<file path="src/bft_map.vh">
// register map, field positions, reset values and timing constants of the trip logic
`ifndef BFT_MAP_VH
`define BFT_MAP_VH

// register byte offsets
`define BFT_OFS_CTRL 8'h00
`define BFT_OFS_DLY1 8'h04
`define BFT_OFS_DLY2 8'h08
`define BFT_OFS_DLY3 8'h0C
`define BFT_OFS_STAT 8'h10
`define BFT_OFS_MASK 8'h14
`define BFT_OFS_STATE 8'h18

// control register fields
`define BFT_CTRL_SEL_FIRST 0
`define BFT_CTRL_SEL_SECOND 1
`define BFT_CTRL_BLK_S1 2
`define BFT_CTRL_BLK_S2 3
`define BFT_CTRL_W 4
`define BFT_CTRL_RST 4'hC

// delay registers, in milliseconds
`define BFT_DLY_W 16
`define BFT_DLY1_RST 16'h0096
`define BFT_DLY2_RST 16'h012C
`define BFT_DLY3_RST 16'h1388

// status and mask fields
`define BFT_EV_TRIP1 0
`define BFT_EV_TRIP2 1
`define BFT_EV_ALARM 2
`define BFT_EV_PICKUP 3
`define BFT_EV_W 4
`define BFT_MASK_RST 4'h0

// state register field positions
`define BFT_ST_PICKUP 0
`define BFT_ST_TRIP1 4
`define BFT_ST_TRIP2 8
`define BFT_ST_ALARM 12

// timing
`define BFT_CLK_KHZ 100000
`define BFT_TICK_MS 1
`define BFT_PULSE_MS 500

`endif

</file>
<file path="src/bft_core.v">
// per-phase breaker failure trip logic with register port and interrupt
//
// The implementer's own choices: the strobed register port and the placing of the registers.
`include "bft_map.vh"
`default_nettype none

module bft_core #(
  parameter NPH = 3,
  parameter [16:0] P_MS_CYC = `BFT_CLK_KHZ * `BFT_TICK_MS,
  parameter [25:0] P_PULSE_CYC = `BFT_PULSE_MS * `BFT_CLK_KHZ
) (
  input wire i_ref_clk,
  input wire i_rst_b,
  input wire [7:0] i_addr,
  input wire [31:0] i_wdata,
  input wire i_wr,
  input wire i_rd,
  output reg [31:0] o_rdata,
  output wire o_irq,
  input wire [NPH-1:0] i_fail_initiate_first_ext,
  input wire [NPH-1:0] i_fail_initiate_first_int,
  input wire [NPH-1:0] i_fail_initiate_second_ext,
  input wire [NPH-1:0] i_fail_initiate_second_int,
  input wire [NPH-1:0] i_overcurrent,
  input wire [2:0] i_breaker_closed_contact,
  input wire i_test_stage1,
  input wire i_test_stage2,
  input wire i_block,
  output reg [NPH-1:0] o_trip_stage1,
  output reg [NPH-1:0] o_trip_stage2,
  output reg [NPH-1:0] o_sup_alarm,
  output reg [NPH-1:0] o_pickup
);

  // software registers
  reg [`BFT_CTRL_W-1:0] ctrl_ff;
  reg [`BFT_DLY_W-1:0] dly1_ff;
  reg [`BFT_DLY_W-1:0] dly2_ff;
  reg [`BFT_DLY_W-1:0] dly3_ff;
  reg [`BFT_EV_W-1:0] stat_ff;
  reg [`BFT_EV_W-1:0] mask_ff;
  reg [`BFT_EV_W-1:0] nxt_stat;
  reg [31:0] nxt_rdata;

  // millisecond tick prescaler
  reg [16:0] pre_ff;
  reg tick_ff;

  // per-phase state
  reg [NPH-1:0] fired1_ff;
  reg [NPH-1:0] fired2_ff;
  reg [NPH-1:0] nxt_pickup;
  reg [NPH-1:0] nxt_alarm;
  reg [NPH-1:0] nxt_trip1;
  reg [NPH-1:0] nxt_trip2;
  reg [NPH-1:0] nxt_fired1;
  reg [NPH-1:0] nxt_fired2;

  wire [NPH-1:0] init;
  wire [NPH-1:0] crit;
  wire [NPH-1:0] go1;
  wire [NPH-1:0] go2;
  wire [NPH-1:0] exp1;
  wire [NPH-1:0] exp2;
  wire [NPH-1:0] exp3;
  wire [NPH-1:0] pend1;
  wire [NPH-1:0] pend2;
  wire [NPH-1:0] end1;
  wire [NPH-1:0] end2;
  wire [NPH-1:0] fire1;
  wire [NPH-1:0] fire2;

  wire sel_first;
  wire sel_second;
  wire blk1;
  wire blk2;
  wire breaker_closed;
  wire wr_stat;

  assign sel_first = ctrl_ff[`BFT_CTRL_SEL_FIRST];
  assign sel_second = ctrl_ff[`BFT_CTRL_SEL_SECOND];

  // block input steered onto the stages chosen in the control register
  assign blk1 = i_block & ctrl_ff[`BFT_CTRL_BLK_S1];
  assign blk2 = i_block & ctrl_ff[`BFT_CTRL_BLK_S2];

  // all three contacts must show closed; unused ones are wired high
  assign breaker_closed = &i_breaker_closed_contact;

  // ms tick: stage delays count whole milliseconds, so they may end up to
  // one tick early; the trip pulse counts raw cycles and is exact
  always @(posedge i_ref_clk or negedge i_rst_b) begin
    if (!i_rst_b) begin
      pre_ff <= 17'h00000;
      tick_ff <= 1'b0;
    end else if (pre_ff == P_MS_CYC - 17'h00001) begin
      pre_ff <= 17'h00000;
      tick_ff <= 1'b1;
    end else begin
      pre_ff <= pre_ff + 17'h00001;
      tick_ff <= 1'b0;
    end
  end

  // per-phase datapath
  genvar p;
  generate
    for (p = 0; p < NPH; p = p + 1) begin : g_ph
      wire first_src;
      wire second_src;

      // source of each initiation picked by software
      assign first_src = sel_first ? i_fail_initiate_first_int[p]
                                   : i_fail_initiate_first_ext[p];
      assign second_src = sel_second ? i_fail_initiate_second_int[p]
                                     : i_fail_initiate_second_ext[p];
      assign init[p] = first_src | second_src;

      // either current or contact position proves a failure
      assign crit[p] = i_overcurrent[p] | breaker_closed;

      // test forces the criterion, but only beside an initiation
      assign go1[p] = crit[p] | (i_test_stage1 & init[p]);
      assign go2[p] = crit[p] | (i_test_stage2 & init[p]);

      // both stage delays run off the same pickup level
      bft_timer #(.W(`BFT_DLY_W)) u_dly1 (
        .i_ref_clk(i_ref_clk),
        .i_rst_b(i_rst_b),
        .i_run(o_pickup[p]),
        .i_tick(tick_ff),
        .i_limit(dly1_ff),
        .o_expired(exp1[p])
      );

      bft_timer #(.W(`BFT_DLY_W)) u_dly2 (
        .i_ref_clk(i_ref_clk),
        .i_rst_b(i_rst_b),
        .i_run(o_pickup[p]),
        .i_tick(tick_ff),
        .i_limit(dly2_ff),
        .o_expired(exp2[p])
      );

      // supervision runs on initiation alone, whatever the criterion
      bft_timer #(.W(`BFT_DLY_W)) u_sup (
        .i_ref_clk(i_ref_clk),
        .i_rst_b(i_rst_b),
        .i_run(init[p] & ~o_sup_alarm[p]),
        .i_tick(tick_ff),
        .i_limit(dly3_ff),
        .o_expired(exp3[p])
      );

      // pulse length counts raw cycles from a fixed constant
      bft_timer #(.W(26)) u_pls1 (
        .i_ref_clk(i_ref_clk),
        .i_rst_b(i_rst_b),
        .i_run(o_trip_stage1[p]),
        .i_tick(1'b1),
        .i_limit(P_PULSE_CYC - 26'h0000001),
        .o_expired(end1[p])
      );

      bft_timer #(.W(26)) u_pls2 (
        .i_ref_clk(i_ref_clk),
        .i_rst_b(i_rst_b),
        .i_run(o_trip_stage2[p]),
        .i_tick(1'b1),
        .i_limit(P_PULSE_CYC - 26'h0000001),
        .o_expired(end2[p])
      );

      assign pend1[p] = o_pickup[p] & ~fired1_ff[p] & ~exp3[p];
      assign pend2[p] = o_pickup[p] & ~fired2_ff[p] & ~exp3[p];

      // each stage fires once per pickup; stage two rechecks the criterion
      assign fire1[p] = pend1[p] & exp1[p] & go1[p] & ~blk1;
      assign fire2[p] = pend2[p] & exp2[p] & go2[p] & ~blk2;
    end
  endgenerate

  // next state of pickup, alarm, fired flags and trip pulses
  always @* begin
    // pickup latches on coincidence and drops when initiation goes
    nxt_pickup = init & ~o_sup_alarm & ~exp3 & (o_pickup | go1 | go2);
    // supervision expiry clears the stages and holds until initiation drops
    nxt_alarm = init & (o_sup_alarm | exp3);
    nxt_fired1 = nxt_pickup & (fired1_ff | fire1);
    nxt_fired2 = nxt_pickup & (fired2_ff | fire2);
    // pulses end only on their own count, never on initiation loss
    nxt_trip1 = (o_trip_stage1 & ~end1) | fire1;
    nxt_trip2 = (o_trip_stage2 & ~end2) | fire2;
  end

  always @(posedge i_ref_clk or negedge i_rst_b) begin
    if (!i_rst_b) begin
      o_pickup <= {NPH{1'b0}};
      o_sup_alarm <= {NPH{1'b0}};
      fired1_ff <= {NPH{1'b0}};
      fired2_ff <= {NPH{1'b0}};
      o_trip_stage1 <= {NPH{1'b0}};
      o_trip_stage2 <= {NPH{1'b0}};
    end else begin
      o_pickup <= nxt_pickup;
      o_sup_alarm <= nxt_alarm;
      fired1_ff <= nxt_fired1;
      fired2_ff <= nxt_fired2;
      o_trip_stage1 <= nxt_trip1;
      o_trip_stage2 <= nxt_trip2;
    end
  end

  // sticky events: a new event in the clearing cycle survives the clear
  assign wr_stat = i_wr && (i_addr == `BFT_OFS_STAT);

  always @* begin
    nxt_stat = stat_ff;
    if (wr_stat) begin
      nxt_stat = stat_ff & ~i_wdata[`BFT_EV_W-1:0];
    end
    nxt_stat[`BFT_EV_TRIP1] = nxt_stat[`BFT_EV_TRIP1] | (|fire1);
    nxt_stat[`BFT_EV_TRIP2] = nxt_stat[`BFT_EV_TRIP2] | (|fire2);
    nxt_stat[`BFT_EV_ALARM] = nxt_stat[`BFT_EV_ALARM] | (|(nxt_alarm & ~o_sup_alarm));
    nxt_stat[`BFT_EV_PICKUP] = nxt_stat[`BFT_EV_PICKUP] | (|(nxt_pickup & ~o_pickup));
  end

  // register writes; unmapped addresses are ignored
  always @(posedge i_ref_clk or negedge i_rst_b) begin
    if (!i_rst_b) begin
      ctrl_ff <= `BFT_CTRL_RST;
      dly1_ff <= `BFT_DLY1_RST;
      dly2_ff <= `BFT_DLY2_RST;
      dly3_ff <= `BFT_DLY3_RST;
      mask_ff <= `BFT_MASK_RST;
      stat_ff <= {`BFT_EV_W{1'b0}};
    end else begin
      stat_ff <= nxt_stat;
      if (i_wr) begin
        case (i_addr)
          `BFT_OFS_CTRL: begin
            ctrl_ff <= i_wdata[`BFT_CTRL_W-1:0];
          end
          `BFT_OFS_DLY1: begin
            dly1_ff <= i_wdata[`BFT_DLY_W-1:0];
          end
          `BFT_OFS_DLY2: begin
            dly2_ff <= i_wdata[`BFT_DLY_W-1:0];
          end
          `BFT_OFS_DLY3: begin
            dly3_ff <= i_wdata[`BFT_DLY_W-1:0];
          end
          `BFT_OFS_MASK: begin
            mask_ff <= i_wdata[`BFT_EV_W-1:0];
          end
          default: begin
            ctrl_ff <= ctrl_ff;
          end
        endcase
      end
    end
  end

  // read mux; data stands only in the cycle after the strobe
  always @* begin
    nxt_rdata = 32'h00000000;
    if (i_rd) begin
      case (i_addr)
        `BFT_OFS_CTRL: begin
          nxt_rdata[`BFT_CTRL_W-1:0] = ctrl_ff;
        end
        `BFT_OFS_DLY1: begin
          nxt_rdata[`BFT_DLY_W-1:0] = dly1_ff;
        end
        `BFT_OFS_DLY2: begin
          nxt_rdata[`BFT_DLY_W-1:0] = dly2_ff;
        end
        `BFT_OFS_DLY3: begin
          nxt_rdata[`BFT_DLY_W-1:0] = dly3_ff;
        end
        `BFT_OFS_STAT: begin
          nxt_rdata[`BFT_EV_W-1:0] = stat_ff;
        end
        `BFT_OFS_MASK: begin
          nxt_rdata[`BFT_EV_W-1:0] = mask_ff;
        end
        `BFT_OFS_STATE: begin
          nxt_rdata[`BFT_ST_PICKUP +: NPH] = o_pickup;
          nxt_rdata[`BFT_ST_TRIP1 +: NPH] = o_trip_stage1;
          nxt_rdata[`BFT_ST_TRIP2 +: NPH] = o_trip_stage2;
          nxt_rdata[`BFT_ST_ALARM +: NPH] = o_sup_alarm;
        end
        default: begin
          nxt_rdata = 32'h00000000;
        end
      endcase
    end
  end

  always @(posedge i_ref_clk or negedge i_rst_b) begin
    if (!i_rst_b) begin
      o_rdata <= 32'h00000000;
    end else begin
      o_rdata <= nxt_rdata;
    end
  end

  // level interrupt while any unmasked event stays pending
  assign o_irq = |(stat_ff & mask_ff);

endmodule // bft_core

`default_nettype wire

</file>
<file path="src/bft_timer.v">
// elapsed-time counter that runs while enabled and flags when a limit is reached
`default_nettype none

module bft_timer #(
  parameter W = 16
) (
  input wire i_ref_clk,
  input wire i_rst_b,
  input wire i_run,
  input wire i_tick,
  input wire [W-1:0] i_limit,
  output wire o_expired
);

  reg [W-1:0] count_ff;
  reg [W-1:0] nxt_count;

  // count advances on each tick while running, holds at the limit, clears when idle
  always @* begin
    nxt_count = count_ff;
    if (!i_run) begin
      nxt_count = {W{1'b0}};
    end else if (i_tick && (count_ff != i_limit)) begin
      nxt_count = count_ff + {{(W-1){1'b0}}, 1'b1};
    end
  end

  always @(posedge i_ref_clk or negedge i_rst_b) begin
    if (!i_rst_b) begin
      count_ff <= {W{1'b0}};
    end else begin
      count_ff <= nxt_count;
    end
  end

  // a limit of zero expires at once while running
  assign o_expired = i_run && (count_ff == i_limit);

endmodule // bft_timer

`default_nettype wire

</file>
<file path="config.mk">
export PLATFORM = sky130hd
export DESIGN_NAME = bft_core
export DESIGN_NICKNAME = d
export VERILOG_FILES = /design/src/bft_core.v /design/src/bft_timer.v
export VERILOG_INCLUDE_DIRS = /design/src
export SDC_FILE = /design/constraint.sdc
export NUM_CORES = 1
export LEC_CHECK = 0
export ABC_AREA = 1
export BUFFER_PORTS_ARGS = -buffer_cell sky130_fd_sc_hd__buf_4
export CELL_PAD_IN_SITES_DETAIL_PLACEMENT = 2
export CELL_PAD_IN_SITES_GLOBAL_PLACEMENT = 2
export CORE_MARGIN = 1.5
export CORE_UTILIZATION = 39
export CTS_BUF_LIST = sky130_fd_sc_hd__clkbuf_4 sky130_fd_sc_hd__clkbuf_8 sky130_fd_sc_hd__clkbuf_16
export DETAILED_ROUTE_END_ITERATION = 8
export PLACE_DENSITY_LB_ADDON = 0.1
export SETUP_SLACK_MARGIN = 0.05
export SKIP_LAST_GASP = 1
export SLEW_MARGIN = 30
export SYNTH_ARGS = -nofsm -noshare
export SYNTH_HDL_FRONTEND = slang
export SYNTH_SLANG_ARGS = --single-unit
export TNS_END_PERCENT = 20
</file>
<file path="constraint.sdc">
create_clock -name i_ref_clk -period 3.2 [get_ports i_ref_clk]
set_input_delay 0.32 -clock i_ref_clk [delete_from_list [all_inputs] [get_ports i_ref_clk]]
set_output_delay 0.32 -clock i_ref_clk [all_outputs]
set_load 0.005 [all_outputs]
</file>
==> flow_summary_export.csv, run 1 <==
group,metric,value,unit
timing,period_needed,2.54,ns
detailed_routing,drtAntennaViolNets,0,
clock_tree,clk_latency,0.63,ns
logic_synthesis,synth_largest_area_cell,"dfrtp_1",
run_status,outcome,"complete, no violations",
timing,layout_setup_ws,0.658,ns
worst_setup_path,critPathMaxFanout,15,
clock_tree,cts_max_path_buffers,3,
logic_synthesis,yosysSeqAreaShare,0.414,
logic_synthesis,synthCells,3524,
grt,grt_remaining_overflow,0,
logic_synthesis,synth-async-reset-ratio,1.00,
grt,grt_start_max_net_pins,74,
clock_tree,clkTransAtPathRegs,0.06,ns
min_path,hold_class,"input pin to register",
detailed_routing,vias,24405,
timing,clock_skew,0.0309,ns
floorplanning,die_area,65500,µm²
logic_synthesis,synthFlopType,"dfrtp_1",
pwr,power.leakage,0.0135,µW
cells_and_area,drive_gt1_frac,0.0732,
logic_synthesis,synthAdderAreaFrac,0.00803,
detailed_routing,wl,94.6,mm
placed_design,gp_congestion,0.882,
clock_tree,htree_levels,2,
grt,antenna_found_initial,1,
placed_design,dpl.hpwl,70.1,mm
clock_tree,cts_num_sinks,412,
timing,worst_pin_slew,0.868,ns
detailed_routing,drc_errors,0,
pwr,power_per_cell_area,476,nW/µm²
detailed_routing,dr.pass1.iters,7,
detailed_routing,via_per_inst,5.45,
grt,track_usage,0.290,
logic_synthesis,synthSimpleGateAreaFrac,0.339,
placed_design,port_buffers,77,
timing,fin_crit_sh,0.794,
timing,hold_viol_final,0,
timing,rsz0062_at_grt,"no",
logic_synthesis,synthXorXnorAreaFrac,0.0696,
clock_tree,cts_tree,"done",
timing,relSlewSlack,0.421,
floorplanning,core,63100,µm²
logic_synthesis,synth_top_area_share,0.398,
logic_synthesis,ys_types,46,
logic_synthesis,synth_top_family_by_area,"simple AND/OR/NAND/NOR gates",
placed_design,pre_cts_ws,0.609,ns
clock_tree,numCtsBuffers,51,
worst_setup_path,cp.arrival,3.08,ns
logic_synthesis,synth_edf_count,0,
timing,slew_violations,0,
cells_and_area,layout.nets,3672,
worst_setup_path,endpoint_kind,"register",
floorplanning,initial_core_util,0.395,
logic_synthesis,syn_avg_cell_area,7.08,µm²
grt,grt_pass1_vias,27468,
pwr,peakVddDrop,0.000383,V
timing,setup_violations,0,
clock_tree,clock-root-buffer,"clkbuf_16",
timing,fmax,393,MHz
logic_synthesis,ys_ff_latch,412,
floorplanning,rows,92,
floorplanning,die_w,256,µm
logic_synthesis,synth_mux_area_frac,0,
logic_synthesis,synth-compound-area-share,0.0803,
cells_and_area,syn2layout_area_growth,12.9,%
logic_synthesis,syn_area,24900,µm²
timing,fin_setup_tns,0,ns
grt,grt_first_pass_wirelength,153,mm
logic_synthesis,yosysWarnings,0,
floorplanning,die_h,256,µm
detailed_routing,drtIter0Drc,1155,
worst_setup_path,crit_type,"register to register",
run,cap_violations,0,
detailed_routing,wl_per_cell,21.1,µm
clock_tree,cts_resized,0,
worst_setup_path,start_kind,"register",
floorplanning,pin_count,110,
worst_setup_path,required,3.74,ns
logic_synthesis,synth.area.top_cells,"dfrtp_1 (40%), nand2_1 (15%), xor2_1 (6.3%)",
placed cells by master, fill, tap and decap left out, drive strengths merged, types with 19 or more instances in the layout:
cell	count
dfrtp	397
clkbuf	71
o21ai	212
xnor2	19
nand2	1018
nand4	89
a21oi	122
o22ai	21
buf	104
clkinv	25
xor2	179
nor2	401
nand3	258
nor4	28
inv	432
nor3	133
nand3b	30
power breakdown:
group | switching (µW) | leakage, µW | internal, µW | total (µW)
Sequential | 178 | 0.00553 | 5310 | 5480
Combinational | 1300 | 0.00710 | 386 | 1680
Clock | 2500 | 0.000913 | 3730 | 6230
area by class of cell:
cell class	instances	area (µm²)
Clock buffer	71	1530
Clock inverter	24	260
Multi-Input combinational cell	2583	12500
Antenna cell	1	2.50
Tap cell	846	1060
Fill cell	7526	34900
Inverter	438	1650
Sequential cell	412	10300
Timing Repair Buffer	105	848
synthesized netlist by cell type (7+ instances only):
cell type     n
ha_1         16
inv_1       417
nor2_2        9
clkbuf_1     44
a21oi_1     121
nand2_2       7
buf_2        19
nand3_1     257
buf_4        28
o21ai_1      15
nand4_1      89
dfstp_2      15
nor2_1      391
dfrtp_1     397
o21a_1        7
nor4_1       27
xnor2_1      19
nand2_1    1010
o21ai_0     197
nor3_1      126
a31oi_1      10
clkbuf_2     10
inv_2        14
xor2_1      179
o22ai_1      21
nand3b_1     30
stage by stage:
stage | hold slack (ns) | total power, µW | utilization | instances | cell area [µm²]
6_report | 0.0537 | 13400 | 0.446 | 4480 | 28100
5_1_grt | 0.0714 | 13900 | 0.446 | 4479 | 28100
4_1_cts | 0.0241 | 13500 | 0.446 | 4479 | 28100
3_5_place_dp | 0.378 | 7240 | 0.417 | 4383 | 26300
3_3_place_gp | 0.375 | 7160 | 0.417 | 4383 | 26300
2_1_floorplan | 0.0244 | 6430 | - | 3539 | 25000
flip-flops by register name, indices dropped and copies added (netlist names), 4 cells and up:
| name | cells |
|---|---|
| ctrl_ff | 4 |
| dly1_ff | 16 |
| dly2_ff | 16 |
| dly3_ff | 16 |
| g_ph.u_dly1.count_ff | 48 |
| g_ph.u_dly2.count_ff | 48 |
| g_ph.u_pls1.count_ff | 78 |
| g_ph.u_pls2.count_ff | 78 |
| g_ph.u_sup.count_ff | 48 |
| mask_ff | 4 |
| o_rdata | 16 |
| pre_ff | 17 |
| stat_ff | 4 |
path summary, 6_finish.rpt:
kind	from	endpoint	slack (ns)	depth (start not counted)
max	dly2_ff[2]$_DFFE_PN1P_	g_ph[1].u_dly2.count_ff[2]$_DFFE_PN0P_	0.66	12
min	i_wdata[8]	dly1_ff[8]$_DFFE_PN0P_	0.05	3
max reg2reg	dly2_ff[2]$_DFFE_PN1P_	g_ph[1].u_dly2.count_ff[2]$_DFFE_PN0P_	0.66	12
min reg2reg	mask_ff[2]$_DFFE_PN0P_	mask_ff[2]$_DFFE_PN0P_	0.50	2
max in group asynchronous	i_rst_b	g_ph[0].u_pls2.count_ff[19]$_DFFE_PN0P_	1.95	3
min in group asynchronous	i_rst_b	g_ph[1].u_pls1.count_ff[13]$_DFFE_PN0P_	0.32	2
cell families after synthesis:
| family | Yosys count |
|---|---|
| buffers and inverters | 544 |
| AND/OR/NAND/NOR | 1971 |
| adder cells (fa/ha/maj) | 16 |
| flip-flops | 412 |
| AO/OA/AOI/OAI | 382 |
| XOR/XNOR | 198 |
| other | 1 |
what timing repair did:
action	4_1_cts	5_1_grt
endpoints found under the hold margin	64	0
buffers inserted	0	0
hold buffers	1	0
metal layers:
layer,share of wire,vias up,track usage
met2,0.49,319,0.505
met4,0.028,0,0.0909
met1,0.45,12546,0.377
met3,0.031,151,0.0312
met5,0,-,0
li1,-,11389,-
worst max-delay path, stage by stage (launching register included):
cell,delay (ns)
dfstp_2,0.63
inv_1,0.17
nand2_1,0.10
nand2_1,0.06
nor2_1,0.13
nand2_1,0.07
nor2_1,0.10
nand2_1,0.17
nand2_1,0.14
nand2_1,0.35
inv_2,0.34
nand2_1,0.09
o21ai_0,0.09
Power figures use the tool's default switching activity.
==> inputs of run 2 (changes only) <==
--- a/config.mk
+++ b/config.mk
@@ -11,7 +11,7 @@
 export CELL_PAD_IN_SITES_DETAIL_PLACEMENT = 2
 export CELL_PAD_IN_SITES_GLOBAL_PLACEMENT = 2
 export CORE_MARGIN = 1.5
-export CORE_UTILIZATION = 39
+export CORE_UTILIZATION = 36
 export CTS_BUF_LIST = sky130_fd_sc_hd__clkbuf_4 sky130_fd_sc_hd__clkbuf_8 sky130_fd_sc_hd__clkbuf_16
 export DETAILED_ROUTE_END_ITERATION = 8
 export PLACE_DENSITY_LB_ADDON = 0.1
==> constraint.sdc (replaced) <==
create_clock -name i_ref_clk -period 2.35 [get_ports i_ref_clk]
set_input_delay 0.235 -clock i_ref_clk [delete_from_list [all_inputs] [get_ports i_ref_clk]]
set_output_delay 0.235 -clock i_ref_clk [all_outputs]
set_load 0.005 [all_outputs]
==> flow_summary_export.csv, run 2 (synthesized netlist as in run 1, its figures left out) <==
group,metric,value,unit
clock_tree,htree_levels,2,
floorplanning,die_w,266,µm
detailed_routing,drtIter0Drc,1207,
cells_and_area,final_cell_mix,"nand2_1 (1010), inv_1 (416), dfrtp_1 (396)",
detailed_routing,drtAntennaViolNets,0,
worst_setup_path,reg2reg_to,"o_trip_stage1[1]$_DFF_PN0_",
timing,layout_setup_ws,0.165,ns
grt,antenna_found_initial,1,
timing,fmax,458,MHz
timing,rsz0062_at_grt,"yes",
detailed_routing,via_per_inst,5.29,
placed_design,gp_congestion,0.871,
pwr,power_per_cell_area,644,nW/µm²
min_path,hp-start,"i_wdata[0]",
min_path,holdPathStages,4,
worst_setup_path,rrSetupSlack,0.16,ns
placed_design,port_buffers,77,
run_status,outcome,"complete, no violations",
detailed_routing,wl_per_cell,20.6,µm
grt,grt_first_pass_wirelength,153,mm
timing,slew_violations,0,
clock_tree,clkTransAtPathRegs,0.06,ns
timing,fin_crit_sh,0.930,
clock_tree,clock-root-buffer,"clkbuf_16",
clock_tree,clk_latency,0.62,ns
pwr,power.leakage,0.0138,µW
timing,setup_violations,0,
detailed_routing,wl,95.0,mm
pwr,peakVddDrop,0.000479,V
cells_and_area,syn2layout_area_growth,15.1,%
timing,relSlewSlack,0.484,
worst_setup_path,required,2.81,ns
min_path,hold_class,"input pin to register",
worst_setup_path,cp.arrival,2.64,ns
placed_design,dpl.hpwl,71.7,mm
cells_and_area,largestRegisters,"g_ph.u_pls1.count_ff x78, g_ph.u_pls2.count_ff x78",
grt,grt_start_max_net_pins,64,
clock_tree,cts_max_path_buffers,3,
worst_setup_path,crit_type,"register to register",
timing,clock_skew,0.0249,ns
timing,whs,0.0401,ns
timing,worst_pin_slew,0.768,ns
clock_tree,cts_tree,"done",
cells_and_area,num-fill-cells,8148,
min_path,hold-path-endpoint,"stat_ff[0]$_DFF_PN0_",
detailed_routing,dr.pass1.iters,5,
worst_setup_path,start_kind,"register",
grt,track_usage,0.271,
floorplanning,rows,96,
worst_setup_path,critPathMaxFanout,8,
worst_setup_path,ff2ff_path_depth,7,
run,cap_violations,0,
grt,grt_pass1_vias,27228,
timing,hold_viol_final,0,
detailed_routing,drc_errors,0,
grt,grt_remaining_overflow,0,
timing,fin_setup_tns,0,ns
clock_tree,cts_num_sinks,412,
worst_setup_path,reg2reg_from,"ctrl_ff[0]$_DFFE_PN0P_",
floorplanning,die_area,70800,µm²
placed_design,pre_cts_ws,0.141,ns
cells_and_area,layout.nets,3724,
cells_and_area,antenna_cells,0,
detailed_routing,vias,24395,
clock_tree,numCtsBuffers,52,
floorplanning,core,68600,µm²
cells_and_area,fin_util,0.419,
floorplanning,die_h,266,µm
floorplanning,initial_core_util,0.364,
cells_and_area,drive_gt1_frac,0.0841,
worst_setup_path,endpoint_kind,"register",
timing,period_needed,2.19,ns
floorplanning,pin_count,110,
cells_and_area,mostFrequentLayoutCell,"nand2_1",
[run 2: timing repair]
item / CTS / global route
endpoints found under the hold margin: 318 / 0
setup buffers: 0 / 2
resized for setup: 0 / 3
hold buffers: 9 / 0
setup endpoints to repair: 0 / 22
[run 2: routing by layer]
metal,routed length (µm),GRT usage
met1,43400,0.358
met2,46200,0.469
met3,3100,0.0311
met4,2290,0.0748
met5,8,0
[run 2: stage by stage]
stage,power (µW),instances,instance area (µm²)
3_3_place_gp,9940,4509,26800
2_1_floorplan,8750,3539,25000
4_1_cts,18700,4613,28700
3_5_place_dp,10000,4509,26800
5_1_grt,19200,4615,28700
6_report,18500,4615,28700
[run 2: worst max-delay path, cell delays in order (launching register included)]
cell and delay (ns):
dfrtp_1 0.49, inv_2 0.10, nand2_1 0.07, o21ai_1 0.09
a21oi_2 0.48, nand3_1 0.32, nand2_1 0.32, o21ai_0 0.16
[run 2: cell type report]
class                           instances  area, µm²  area share
Clock buffer                           72       1530      0.0531
Clock inverter                         23        268     0.00933
Tap cell                              931       1160      0.0406
Sequential cell                       412      10300       0.360
Timing Repair Buffer                  156       1300      0.0453
Multi-Input combinational cell       2583      12500       0.434
Inverter                              438       1650      0.0575
[run 2: report_power, final]
group          total, µW  switching, µW  internal (µW)
sequential          7440            213           7230
combinational       2490           1800            688
clock               8560           3390           5170
[run 2: how the worst max path moves through the flow]
stage                                                         end  depth (start not counted)  slack, ns                              startpoint
final                                  o_trip_stage1[1]$_DFF_PN0_                          7       0.16                  ctrl_ff[0]$_DFFE_PN0P_
after global routing                   o_trip_stage1[1]$_DFF_PN0_                          7       0.02                  ctrl_ff[0]$_DFFE_PN0P_
after CTS                 g_ph[1].u_dly1.count_ff[12]$_DFFE_PN0P_                         12       0.11                 dly1_ff[11]$_DFFE_PN0P_
after detailed placement                    o_rdata[10]$_DFF_PN0_                          8       0.14                               i_addr[5]
after global placement                      o_rdata[12]$_DFF_PN0_                          8       0.21                               i_addr[5]
after floorplan           g_ph[1].u_pls1.count_ff[22]$_DFFE_PN0P_                         10       0.71  g_ph[1].u_pls1.count_ff[0]$_DFFE_PN0P_
==> inputs of run 3 (changes only) <==
--- a/config.mk
+++ b/config.mk
@@ -7,7 +7,7 @@
 export NUM_CORES = 1
 export LEC_CHECK = 0
 export ABC_AREA = 1
-export BUFFER_PORTS_ARGS = -buffer_cell sky130_fd_sc_hd__buf_4
+export BUFFER_PORTS_ARGS = -buffer_cell sky130_fd_sc_hd__clkbuf_2
 export CELL_PAD_IN_SITES_DETAIL_PLACEMENT = 2
 export CELL_PAD_IN_SITES_GLOBAL_PLACEMENT = 2
 export CORE_MARGIN = 1.5
@@ -17,7 +17,6 @@
 export PLACE_DENSITY_LB_ADDON = 0.1
 export SETUP_SLACK_MARGIN = 0.05
 export SKIP_LAST_GASP = 1
-export SLEW_MARGIN = 30
 export SYNTH_ARGS = -nofsm -noshare
 export SYNTH_HDL_FRONTEND = slang
 export SYNTH_SLANG_ARGS = --single-unit
==> flow_summary_export.csv, run 3 (synthesized netlist as in run 1, its figures left out) <==
group,metric,value,unit
run_status,outcome,"complete, no violations",
floorplanning,initial_core_util,0.364,
timing,relSlewSlack,0.479,
floorplanning,rows,96,
timing,fin_setup_tns,0,ns
grt,track_usage,0.271,
cells_and_area,layout.nets,3713,
min_path,holdPathStages,3,
grt,antenna_found_initial,4,
timing,hold_viol_final,0,
detailed_routing,via_per_inst,5.32,
clock_tree,cts_max_path_buffers,3,
timing,fmax,442,MHz
clock_tree,clock-root-buffer,"clkbuf_16",
clock_tree,cts_tree,"done",
cells_and_area,syn2layout_area_growth,14.7,%
worst_setup_path,start_kind,"register",
worst_setup_path,crit_type,"register to register",
clock_tree,cts_num_sinks,412,
clock_tree,clk_latency,0.62,ns
detailed_routing,wl,94.9,mm
worst_setup_path,cp.arrival,2.73,ns
clock_tree,htree_levels,2,
timing,rsz0062_at_grt,"yes",
detailed_routing,drtAntennaViolNets,0,
timing,whs,0.0377,ns
floorplanning,die_area,70800,µm²
detailed_routing,drtIter0Drc,1204,
detailed_routing,wl_per_cell,20.6,µm
cells_and_area,mostFrequentLayoutCell,"nand2_1",
worst_setup_path,ff2ff_path_depth,9,
worst_setup_path,critPathMaxFanout,8,
timing,fin_crit_sh,0.963,
pwr,peakVddDrop,0.000471,V
grt,grt_pass1_vias,27296,
pwr,power_per_cell_area,668,nW/µm²
detailed_routing,dr.pass1.iters,6,
min_path,hold_class,"input pin to register",
timing,setup_violations,0,
cells_and_area,largestRegisters,"g_ph.u_pls1.count_ff x78, g_ph.u_pls2.count_ff x78",
clock_tree,postCtsSetupBuffers,0,
grt,grt_first_pass_wirelength,152,mm
detailed_routing,drc_errors,0,
worst_setup_path,endpoint_kind,"register",
clock_tree,numCtsBuffers,53,
timing,clock_skew,0.0240,ns
detailed_routing,vias,24501,
timing,period_needed,2.26,ns
timing,worst_pin_slew,0.776,ns
floorplanning,die_w,266,µm
floorplanning,die_h,266,µm
grt,grt_start_max_net_pins,59,
placed_design,dpl.hpwl,72.1,mm
grt,grt_remaining_overflow,0,
pwr,power,19100,µW
cells_and_area,final_cell_mix,"nand2_1 (1010), inv_1 (417), dfrtp_1 (393)",
floorplanning,pin_count,110,
pwr,power.leakage,0.0138,µW
clock_tree,clkTransAtPathRegs,0.07,ns
cells_and_area,drive_gt1_frac,0.0832,
cells_and_area,fin_util,0.417,
timing,slew_violations,0,
worst_setup_path,required,2.82,ns
run,cap_violations,0,
placed_design,port_buffers,77,
floorplanning,core,68600,µm²
placed_design,gp_congestion,0.871,
-- run 3: repair_timing --
action | 4_1_cts | 5_1_grt
hold buffers | 7 | 0
setup endpoints to repair | 0 | 74
endpoints found under the hold margin | 57 | 0
gates resized for setup | 0 | 6
-- run 3: final timing paths --
kind | startpoint | slack, ns | endpoint
worst max-delay path | ctrl_ff[1]$_DFFE_PN0P_ | 0.09 | o_trip_stage1[0]$_DFF_PN0_
worst min-delay path | i_wdata[13] | 0.04 | dly3_ff[13]$_DFFE_PN0P_
worst max register to register | ctrl_ff[1]$_DFFE_PN0P_ | 0.09 | o_trip_stage1[0]$_DFF_PN0_
worst min register to register | pre_ff[14]$_DFF_PN0_ | 0.48 | pre_ff[14]$_DFF_PN0_
max in group asynchronous | i_rst_b | 1.37 | dly1_ff[7]$_DFFE_PN1P_
min in group asynchronous | i_rst_b | 0.19 | g_ph[1].u_pls1.count_ff[13]$_DFFE_PN0P_
-- run 3: area by class of cell --
cell class	instances	area, µm²
diodes	1	2.50
inverters	438	1650
flip-flops and latches	412	10300
multi-input cells	2583	12500
well taps	931	1160
repair buffers	144	1000
fillers	8181	40000
clock buffers	72	1550
clock inverters	27	419
-- run 3: per-layer routing --
metal / part of all wire / global-route usage
met1: 0.45 / 0.353
met2: 0.49 / 0.471
met3: 0.032 / 0.0326
met4: 0.027 / 0.0777
met5: 0.00024 / 0
-- run 3: through the flow --
step	setup slack (ns)	instances	area (µm²)
finish	0.0865	4608	28600
global route	-0.0134	4607	28600
CTS	0.127	4607	28600
detailed placement	0.136	4501	26500
global placement	0.223	4501	26500
floorplan	0.708	3539	25000
-- run 3: power breakdown --
group | switching, µW | internal (µW) | leakage (µW)
registers | 216 | 7230 | 0.00552
logic | 1770 | 570 | 0.00724
clock network | 3490 | 5820 | 0.000988
-- run 3: critical path, cell delays in order, from the launching register on --
cell,delay (ns)
dfrtp_1,0.52
inv_1,0.09
nand2_1,0.07
nand2_1,0.05
nand2_1,0.16
inv_1,0.12
nor2_4,0.19
nand3_1,0.28
nand3_1,0.46
o21ai_0,0.16
